`config.mk`:
```
export PLATFORM = sky130hd
export DESIGN_NAME = pdcs_regs
export DESIGN_NICKNAME = d
export VERILOG_FILES = /design/src/hdl/pdcs_pkg.sv /design/src/hdl/pdcs_regs.sv
export SDC_FILE = /design/constraint.sdc
export NUM_CORES = 1
export LEC_CHECK = 0
export ABC_CLOCK_PERIOD_IN_PS = 2200
export BUFFER_PORTS_ARGS = -buffer_cell sky130_fd_sc_hd__buf_2
export CAP_MARGIN = 20
export CORE_ASPECT_RATIO = 1.4
export CORE_UTILIZATION = 46
export CTS_CLUSTER_SIZE = 25
export DETAILED_ROUTE_END_ITERATION = 10
export GPL_TIMING_DRIVEN = 0
export PLACE_DENSITY = 0.84
export SLEW_MARGIN = 5
export SYNTH_ARGS = -nofsm -noshare
export SYNTH_HDL_FRONTEND = slang
export SYNTH_SLANG_ARGS = --single-unit
```
`constraint.sdc`:
```
create_clock -name clk_sys -period 2.2 [get_ports clk_sys]
set_clock_uncertainty 0.15 [all_clocks]
set_input_delay 0.11 -clock clk_sys [delete_from_list [all_inputs] [get_ports clk_sys]]
set_output_delay 0.11 -clock clk_sys [all_outputs]
set_load 0.1 [all_outputs]
```
`src/hdl/pdcs_pkg.sv`:
```
// Package for the device control and status register pair
// How it works
// Bits 0..3 are read/write error reporting enables, reset zero.
// Relaxed ordering enable at bit 4 always reads zero.
// Bits 7:5 hold the payload limit, read/write, reset 000b.
// A payload limit above the supported capability stores the capability instead.
// Supported capability defaults to 001b (256 bytes), loadable from outside.
// Extended tag bit 8 and phantom bit 9 read zero, no effect.
// Bit 10 is a sticky auxiliary power enable, reset zero.
// No-snoop enable at bit 11 always reads zero.
// Read request size bits 14:12 are hardwired to 000b.
// Status bit 16 sets on correctable error, write one clears.
// Status bit 17 sets on non-fatal error, write one clears.
// Status bit 18 sets on fatal error, write one clears.
// Status bit 19 sets on unsupported request, write one clears.
// Errors are logged regardless of the reporting enables.
// Status bit 20 reads auxiliary power detected, resets to one.
// Transactions pending bit 21 is hardwired to zero.
// Bit 15 and bits 31:22 read zero, writes ignored.
package pdcs_pkg;

	// ------------------------------------------------------------
	// Register map
	// ------------------------------------------------------------
	localparam logic [7:0] DEV_CTRL_STAT_OFFSET = 8'he8;
	localparam logic [7:0] IRQ_STATUS_OFFSET    = 8'hf0;
	localparam logic [7:0] IRQ_CLEAR_OFFSET     = 8'hf4;
	localparam logic [7:0] IRQ_ENABLE_OFFSET    = 8'hf8;
	localparam logic [7:0] PAYLOAD_CAP_OFFSET   = 8'hfc;

	// ------------------------------------------------------------
	// Field positions and reset values
	// ------------------------------------------------------------
	localparam int ERR_EN_LSB      = 0;
	localparam int PAYLOAD_LSB     = 5;
	localparam int AUX_PWR_EN_BIT  = 10;
	localparam int ERR_DET_LSB     = 16;
	localparam int AUX_DET_BIT     = 20;
	localparam logic [3:0] ERR_EN_RESET   = 4'h0;
	localparam logic [2:0] PAYLOAD_RESET  = 3'h0;
	localparam logic [2:0] PAYLOAD_CAP_RESET = 3'h1;
	localparam logic       AUX_DET_RESET  = 1'b1;

	// Error event group: correctable, non-fatal, fatal, unsupported
	typedef struct packed {
		logic unsupported;
		logic fatal;
		logic nonFatal;
		logic correctable;
	} pdcs_err_type;

endpackage

```
`src/hdl/pdcs_regs.sv`:
```
// Device control and status register pair with APB access
//
// The implementer's own choice: the APB slave port.
`timescale 1ns/1ns
module pdcs_regs (
	input  wire logic                 clk_sys,
	input  wire logic                 reset_n,
	input  wire logic                 stickyReset_n,
	input  wire logic                 psel,
	input  wire logic                 penable,
	input  wire logic                 pwrite,
	input  wire logic [7:0]           paddr,
	input  wire logic [31:0]          pwdata,
	input  wire logic [3:0]           pstrb,
	output logic      [31:0]          prdata,
	output logic                      pready,
	output logic                      pslverr,
	input  wire pdcs_pkg::pdcs_err_type errDetect,
	input  wire logic                 auxPowerPresent,
	input  wire logic                 capLoad,
	input  wire logic [2:0]           capLoadValue,
	output pdcs_pkg::pdcs_err_type    errReportEn,
	output logic [2:0]                payloadLimit,
	output logic                      auxPowerEn,
	output logic                      irq
);
	import pdcs_pkg::*;

	// ------------------------------------------------------------
	// Local sizes
	// ------------------------------------------------------------
	localparam int ERR_W     = 4;
	localparam int PAYLOAD_W = 3;

	// ------------------------------------------------------------
	// Storage and next values
	// ------------------------------------------------------------
	pdcs_err_type         errEn_reg;
	pdcs_err_type         errEn_next;
	logic [PAYLOAD_W-1:0] payload_reg;
	logic [PAYLOAD_W-1:0] payload_next;
	logic [PAYLOAD_W-1:0] payloadCap_reg;
	logic [PAYLOAD_W-1:0] payloadCap_next;
	logic                 auxEn_reg;
	logic                 auxEn_next;
	pdcs_err_type         errDet_reg;
	pdcs_err_type         errDet_next;
	pdcs_err_type         irqEn_reg;
	pdcs_err_type         irqEn_next;
	logic                 auxDet_reg;
	logic                 auxDet_next;
	logic                 accDone_reg;
	logic                 accDone_next;
	logic [31:0]          rdData_next;
	logic [31:0]          prdata_next;
	logic                 pslverr_next;
	logic                 irq_next;
	pdcs_err_type         errClr;

	// ------------------------------------------------------------
	// Bus qualifiers
	// ------------------------------------------------------------
	logic accessPhase;
	logic firstAccess;
	logic wrEn;
	logic ctrlHit;
	logic clearHit;
	logic enableHit;
	logic capHit;
	logic mappedHit;
	logic ctrlLowWr;
	logic ctrlAuxWr;
	logic statusClrWr;
	logic irqClrWr;
	logic irqEnWr;
	logic capWr;

	// ------------------------------------------------------------
	// Helpers
	// ------------------------------------------------------------
	// Capability is taken at write time; lowering it later leaves the field alone
	function automatic logic [PAYLOAD_W-1:0] clampPayload(
		input logic [PAYLOAD_W-1:0] req,
		input logic [PAYLOAD_W-1:0] cap
	);
		clampPayload = (req > cap) ? cap : req;
	endfunction

	function automatic logic addrMatch(
		input logic [7:0] addr,
		input logic [7:0] offset
	);
		addrMatch = (addr == offset);
	endfunction

	function automatic logic isMapped(
		input logic [7:0] addr
	);
		isMapped = addrMatch(addr, DEV_CTRL_STAT_OFFSET) ||
			addrMatch(addr, IRQ_STATUS_OFFSET) ||
			addrMatch(addr, IRQ_CLEAR_OFFSET) ||
			addrMatch(addr, IRQ_ENABLE_OFFSET) ||
			addrMatch(addr, PAYLOAD_CAP_OFFSET);
	endfunction

	// Only implemented fields are placed; every other bit stays zero
	function automatic logic [31:0] packCtrlStat(
		input pdcs_err_type         en,
		input logic [PAYLOAD_W-1:0] limit,
		input logic                 auxEn,
		input pdcs_err_type         det,
		input logic                 auxDet
	);
		logic [31:0] word;
		word                             = '0;
		word[ERR_EN_LSB +: ERR_W]        = en;
		word[PAYLOAD_LSB +: PAYLOAD_W]   = limit;
		word[AUX_PWR_EN_BIT]             = auxEn;
		word[ERR_DET_LSB +: ERR_W]       = det;
		word[AUX_DET_BIT]                = auxDet;
		packCtrlStat                     = word;
	endfunction

	// ------------------------------------------------------------
	// Bus decode
	// ------------------------------------------------------------
	assign accessPhase = psel && penable;

	// One wait state: first access edge launches pready, second commits
	assign firstAccess = accessPhase && !accDone_reg;
	assign wrEn        = accessPhase && pwrite && accDone_reg;

	assign ctrlHit   = addrMatch(paddr, DEV_CTRL_STAT_OFFSET);
	assign clearHit  = addrMatch(paddr, IRQ_CLEAR_OFFSET);
	assign enableHit = addrMatch(paddr, IRQ_ENABLE_OFFSET);
	assign capHit    = addrMatch(paddr, PAYLOAD_CAP_OFFSET);
	assign mappedHit = isMapped(paddr);

	// Lanes not listed here write nothing
	assign ctrlLowWr   = wrEn && ctrlHit && pstrb[0];
	assign ctrlAuxWr   = wrEn && ctrlHit && pstrb[1];
	assign statusClrWr = wrEn && ctrlHit && pstrb[2];
	assign irqClrWr    = wrEn && clearHit && pstrb[0];
	assign irqEnWr     = wrEn && enableHit && pstrb[0];
	assign capWr       = wrEn && capHit && pstrb[0];

	assign accDone_next = firstAccess;

	always_ff @(posedge clk_sys or negedge reset_n) begin
		if (!reset_n) begin
			accDone_reg <= 1'b0;
		end else begin
			accDone_reg <= accDone_next;
		end
	end

	always_ff @(posedge clk_sys or negedge reset_n) begin
		if (!reset_n) begin
			pready <= 1'b0;
		end else begin
			pready <= firstAccess;
		end
	end

	// ------------------------------------------------------------
	// Control half
	// ------------------------------------------------------------
	// Reporting enables
	always_comb begin
		errEn_next = errEn_reg;
		if (ctrlLowWr)
			errEn_next = pdcs_err_type'(pwdata[ERR_EN_LSB +: ERR_W]);
	end

	always_ff @(posedge clk_sys or negedge reset_n) begin
		if (!reset_n) begin
			errEn_reg <= pdcs_err_type'(ERR_EN_RESET);
		end else begin
			errEn_reg <= errEn_next;
		end
	end

	// Clamped payload limit
	always_comb begin
		payload_next = payload_reg;
		if (ctrlLowWr)
			payload_next = clampPayload(pwdata[PAYLOAD_LSB +: PAYLOAD_W], payloadCap_reg);
	end

	always_ff @(posedge clk_sys or negedge reset_n) begin
		if (!reset_n) begin
			payload_reg <= PAYLOAD_RESET;
		end else begin
			payload_reg <= payload_next;
		end
	end

	// Preload wins over a bus write in the same cycle
	always_comb begin
		payloadCap_next = payloadCap_reg;
		if (capLoad)
			payloadCap_next = capLoadValue;
		else if (capWr)
			payloadCap_next = pwdata[PAYLOAD_W-1:0];
	end

	always_ff @(posedge clk_sys or negedge reset_n) begin
		if (!reset_n) begin
			payloadCap_reg <= PAYLOAD_CAP_RESET;
		end else begin
			payloadCap_reg <= payloadCap_next;
		end
	end

	// Sticky enable; of the two resets only its own clears it
	always_comb begin
		auxEn_next = auxEn_reg;
		if (ctrlAuxWr)
			auxEn_next = pwdata[AUX_PWR_EN_BIT];
	end

	// Separate reset so the enable survives an ordinary device reset
	always_ff @(posedge clk_sys or negedge stickyReset_n) begin
		if (!stickyReset_n) begin
			auxEn_reg <= 1'b0;
		end else begin
			auxEn_reg <= auxEn_next;
		end
	end

	// Bits 8, 9, 11 and 14:12 have no storage

	// ------------------------------------------------------------
	// Status half
	// ------------------------------------------------------------
	// Either clear path may hit the same flag; both are simply merged
	always_comb begin
		errClr = '0;
		if (statusClrWr)
			errClr = pdcs_err_type'(pwdata[ERR_DET_LSB +: ERR_W]);
		if (irqClrWr)
			errClr = errClr | pdcs_err_type'(pwdata[ERR_W-1:0]);
	end

	// Set beats clear, enables ignored
	always_comb begin
		errDet_next = (errDet_reg & ~errClr) | errDetect;
	end

	always_ff @(posedge clk_sys or negedge reset_n) begin
		if (!reset_n) begin
			errDet_reg <= '0;
		end else begin
			errDet_reg <= errDet_next;
		end
	end

	// Presence shown one cycle late, one from reset
	always_comb begin
		auxDet_next = auxPowerPresent;
	end

	always_ff @(posedge clk_sys or negedge reset_n) begin
		if (!reset_n) begin
			auxDet_reg <= AUX_DET_RESET;
		end else begin
			auxDet_reg <= auxDet_next;
		end
	end

	// No pending flag is stored; bit 21 stays zero

	// ------------------------------------------------------------
	// Interrupt enable
	// ------------------------------------------------------------
	always_comb begin
		irqEn_next = irqEn_reg;
		if (irqEnWr)
			irqEn_next = pdcs_err_type'(pwdata[ERR_W-1:0]);
	end

	always_ff @(posedge clk_sys or negedge reset_n) begin
		if (!reset_n) begin
			irqEn_reg <= '0;
		end else begin
			irqEn_reg <= irqEn_next;
		end
	end

	assign irq_next = |(errDet_reg & irqEn_reg);

	// ------------------------------------------------------------
	// Read back
	// ------------------------------------------------------------
	// Hardwired zeros stay zero
	always_comb begin
		rdData_next = '0;
		case (paddr)
			DEV_CTRL_STAT_OFFSET: begin
				rdData_next = packCtrlStat(errEn_reg, payload_reg, auxEn_reg,
					errDet_reg, auxDet_reg);
			end
			IRQ_STATUS_OFFSET: begin
				rdData_next[ERR_W-1:0] = errDet_reg;
			end
			IRQ_ENABLE_OFFSET: begin
				rdData_next[ERR_W-1:0] = irqEn_reg;
			end
			PAYLOAD_CAP_OFFSET: begin
				rdData_next[PAYLOAD_W-1:0] = payloadCap_reg;
			end
			default: begin
				rdData_next = '0;
			end
		endcase
	end

	// Data is launched with pready so it stands in the same cycle
	always_comb begin
		prdata_next = '0;
		if (firstAccess && !pwrite)
			prdata_next = rdData_next;
	end

	// Unmapped offsets answer with an error and read zero
	assign pslverr_next = firstAccess && !mappedHit;

	always_ff @(posedge clk_sys or negedge reset_n) begin
		if (!reset_n) begin
			prdata <= '0;
		end else begin
			prdata <= prdata_next;
		end
	end

	always_ff @(posedge clk_sys or negedge reset_n) begin
		if (!reset_n) begin
			pslverr <= 1'b0;
		end else begin
			pslverr <= pslverr_next;
		end
	end

	// ------------------------------------------------------------
	// Outputs
	// ------------------------------------------------------------
	// Copies lag the registers by one cycle; users see no combinational path
	always_ff @(posedge clk_sys or negedge reset_n) begin
		if (!reset_n) begin
			errReportEn <= '0;
		end else begin
			errReportEn <= errEn_reg;
		end
	end

	always_ff @(posedge clk_sys or negedge reset_n) begin
		if (!reset_n) begin
			payloadLimit <= PAYLOAD_RESET;
		end else begin
			payloadLimit <= payload_reg;
		end
	end

	always_ff @(posedge clk_sys or negedge reset_n) begin
		if (!reset_n) begin
			auxPowerEn <= 1'b0;
		end else begin
			auxPowerEn <= auxEn_reg;
		end
	end

	// Level interrupt, high one cycle after any enabled flag is set, low one cycle after none is
	always_ff @(posedge clk_sys or negedge reset_n) begin
		if (!reset_n) begin
			irq <= 1'b0;
		end else begin
			irq <= irq_next;
		end
	end

	// ------------------------------------------------------------
	// Limitations
	// ------------------------------------------------------------
	// Lane 3 carries no writable field
	// Writes to the status mirror are ignored; use the clear word
	// A capability preload does not reclamp a stored limit
	// Back-to-back transfers are taken; each still needs two access edges
	// Error inputs are sampled every cycle; a held level keeps its flag set
	// Clearing while the error is still present leaves the flag set
	// The sticky reset must be held low at power-up with the device reset

endmodule

```
==> run_results.csv <==
group,metric,value,unit
status,outcome,"completed",
clocking,clk_latency,0.30,ns
clocking,root_buffer,"clkbuf_8",
synth,synth-seq-cells,44,
global_route,gr-total-overflow,0,
clocking,cts_buffer_depth,2,
run,cap_viol_max_count,0,
worst_setup_path,critPathArrivalTime,2.17,ns
route,routed_wl,4680,um
worst_setup_path,crit_type,"in -> reg",
route,drtIter0Drc,35,
worst_setup_path,endpoint_kind,"flop",
final_layout,drive_gt1_share,38.6,%
worst_setup_path,cp_common_cell,"dlygate4sd3_1",
sta,fin_crit_sh,97.2,%
place,hpwl,3280,um
worst_setup_path,r2r.worst_path.cells,4,
power,p_per_area,614,nW/um^2
worst_setup_path,path_buf_inv,3,
power,combPwrFrac,19.9,%
floorplanning,io_pins,102,
sta,finalHoldViolations,0,
route,drc_errors,0,
final_layout,layout_common_cells,"61 x buf_2, 41 x dfrtp_1, 26 x dlygate4sd3_1, 20 x buf_4, 19 x conb_1",
worst_setup_path,reg2reg_from,"pready$_DFF_PN0_",
hold_path,hold_end,"errDet_reg[0]$_DFF_PN0_",
clocking,path_clk_slew,0.09,ns
synth,synth_edf_count,0,
power,p_leak,1.50,nW
worst_setup_path,crit_fanout,8,
clocking,numCtsBuffers,5,
route,ant_nets,0,
synth,syn_area_per_cell,11.4,sq um
worst_setup_path,r2r-end,"auxEn_reg$_DFFE_PN0P_",
power,fin_total_pwr,1.81,mW
route,dr.pass1.iters,5,
hold_path,hold_depth,3,
floorplanning,coreArea,4500,sq um
sta,setup-tns-final,0,ns
global_route,grt_util_all_layers,19.7,%
power,seq_power_share,45.6,%
floorplanning,fp.dieW,59.6,um
sta,whs,0.00414,ns
sta,tightest_slew,0.922,ns
synth,yosys.area.top_type,"dfrtp_1",
global_route,antenna_found_initial,0,
power,max-vdd-ir-drop,0.000352,V
floorplanning,dieArea,4930,sq um
final_layout,layout_commonest_cell,"buf_2",
final_layout,area_delta_synth_final,38.1,%
global_route,grt_pass1_wl,7090,um
synth,synthCells,188,
worst_setup_path,worst_setup_path_start_kind,"input pin",
floorplanning,start_util,47.5,%
power,power.switching,0.539,mW
power,power.internal,1.27,mW
worst_setup_path,cp_slowest_cell,"dlygate4sd3_1",
synth,synth.top_cells.by_area,"dfrtp_1 49%, buf_4 7.0%, mux2_2 6.3%",
worst_setup_path,cp_num_cells,6,
final_layout,regArea,1100,sq um
synth,synth_flop_cell,"dfrtp_1",
worst_setup_path,worst_path_largest_cell_delay,0.56,ns
final_layout,postLayoutCoreUtil,65.6,%
final_layout,largest_reg_flops,13,
final_layout,num-fill-cells,382,
final_layout,layoutNonFillerInstCount,360,
sta,maxSlewHeadroom,38.6,%
sta,rsz0062_at_grt,"false",
synth,yosys_warnings,0,
global_route,grt_pass1_vias,1553,
synth,synth_area,2140,sq um
final_layout,multiInputGateArea,896,sq um
hold_path,min_from,"pwdata[16]",
synth,synth_cell_types,36,
floorplanning,rows,29,
clocking,cts_tree,"done",
place,io_buffers,59,
power,switching_share,29.8,%
worst_setup_path,crit_chain,"dlygate4sd3_1, buf_2, and4_1, nand3_1, mux2_2, dlygate4sd3_1",
place,routabilityCongestion,0.845,
clocking,htreeDepth,2,
synth,synth-async-reset-ratio,100,%
hold_path,hold_path.class,"in -> reg",
final_layout,nNetsFinal,359,
sta,period_minus_slack,2.14,ns
worst_setup_path,reg2reg_slack,0.14,ns
sta,fmax,468,MHz
worst_setup_path,required,2.23,ns
clocking,clock-sinks,44,
global_route,grt_max_degree,44,
synth,seq_area_frac_synth,51.6,%
sta,setup_viol,0,
clocking,post-cts-setup-buffers,0,
synth,netlist.area_leader.share,49.2,%
final_layout,largest_register,"prdata",
route,via_per_inst,4.89,
sta,finalMaxSlewViolations,0,
power,clkPwrFrac,34.5,%
final_layout,antenna_cells,0,
route,wl_per_cell,13.0,um
place,dp.cells,327,
route,vias,1762,
worst_setup_path,crit_family,"buffers and inverters",
floorplanning,die_h,82.6,um
==> metal layers <==
layer	share of wire (%)	track usage, %	vias to the layer above
met2	53	33.3	75
met3	4.9	3.58	10
met5	0	0	-
li1	-	-	850
met1	39	24.3	827
met4	2.7	9.07	0
==> layout make-up <==
type,instances,area share (%)
Sequential cell,44,37.4
Multi-Input combinational cell,130,30.4
Timing Repair Buffer,85,18.8
Buffer,24,5.94
Clock buffer,5,2.33
Clock inverter,3,1.57
Inverter,7,0.891
Tap cell,62,2.63
==> worst register-to-register path, cell delays in order, from the launching register on <==
cell and delay (ns):
dfrtp_2 0.39, and4_1 0.37, nand3_1 0.17, mux2_2 0.29
dlygate4sd3_1 0.56
==> timing repair <==
| item | 4_1_cts | 5_1_grt |
|---|---|---|
| setup endpoints to repair | 0 | 1 |
| gates resized for setup | 0 | 0 |
| endpoints found under the hold margin | 63 | 0 |
| hold buffers | 26 | 0 |
==> how the worst max path moves through the flow <==
| stage | from | to |
|---|---|---|
| after floorplan | pready$_DFF_PN0_ | errEn_reg[0]$_DFFE_PN0P_ |
| final | penable | auxEn_reg$_DFFE_PN0P_ |
| after global routing | penable | auxEn_reg$_DFFE_PN0P_ |
| after CTS | penable | auxEn_reg$_DFFE_PN0P_ |
| after detailed placement | pready$_DFF_PN0_ | irqEn_reg[1]$_DFFE_PN0P_ |
| after global placement | pready$_DFF_PN0_ | irqEn_reg[1]$_DFFE_PN0P_ |
==> cell families after synthesis <==
| group | synth area share, % |
|---|---|
| simple gates | 20.3 |
| other cells | 0.175 |
| buf+inv | 9.60 |
| mux | 8.20 |
| fa+ha+maj | 2.23 |
| flops | 51.6 |
| compound gates | 7.90 |
==> power by group through the flow <==
| stage | sequential (mW) | combinational [mW] | clock (mW) |
|---|---|---|---|
| after CTS | 0.826 | 0.358 | 0.640 |
| after global routing | 0.827 | 0.385 | 0.673 |
| after detailed placement | 0.842 | 0.323 | 0 |
| final | 0.826 | 0.360 | 0.624 |
| after floorplan | 0.859 | 0.231 | 0 |
| after global placement | 0.842 | 0.318 | 0 |
==> synthesized netlist by cell type, drive strengths merged (4+ instances only) <==
cell,instances
dfrtp,42
buf,23
mux2,12
or3,12
nand2,11
and2,9
inv,7
o21ai,7
nand4,6
a22oi,5
nand3,5
nor2,5
a21oi,4
a31o,4
mux2i,4
==> per-stage QoR <==
stage,worst slack (ns),cell area (sq um)
global placement,0.303,2580
floorplan,0.0573,2210
CTS,0.0459,2950
global route,0.0207,2950
detailed placement,0.228,2580
finish,0.0624,2950
No activity file was read; power rests on OpenSTA's default activity.
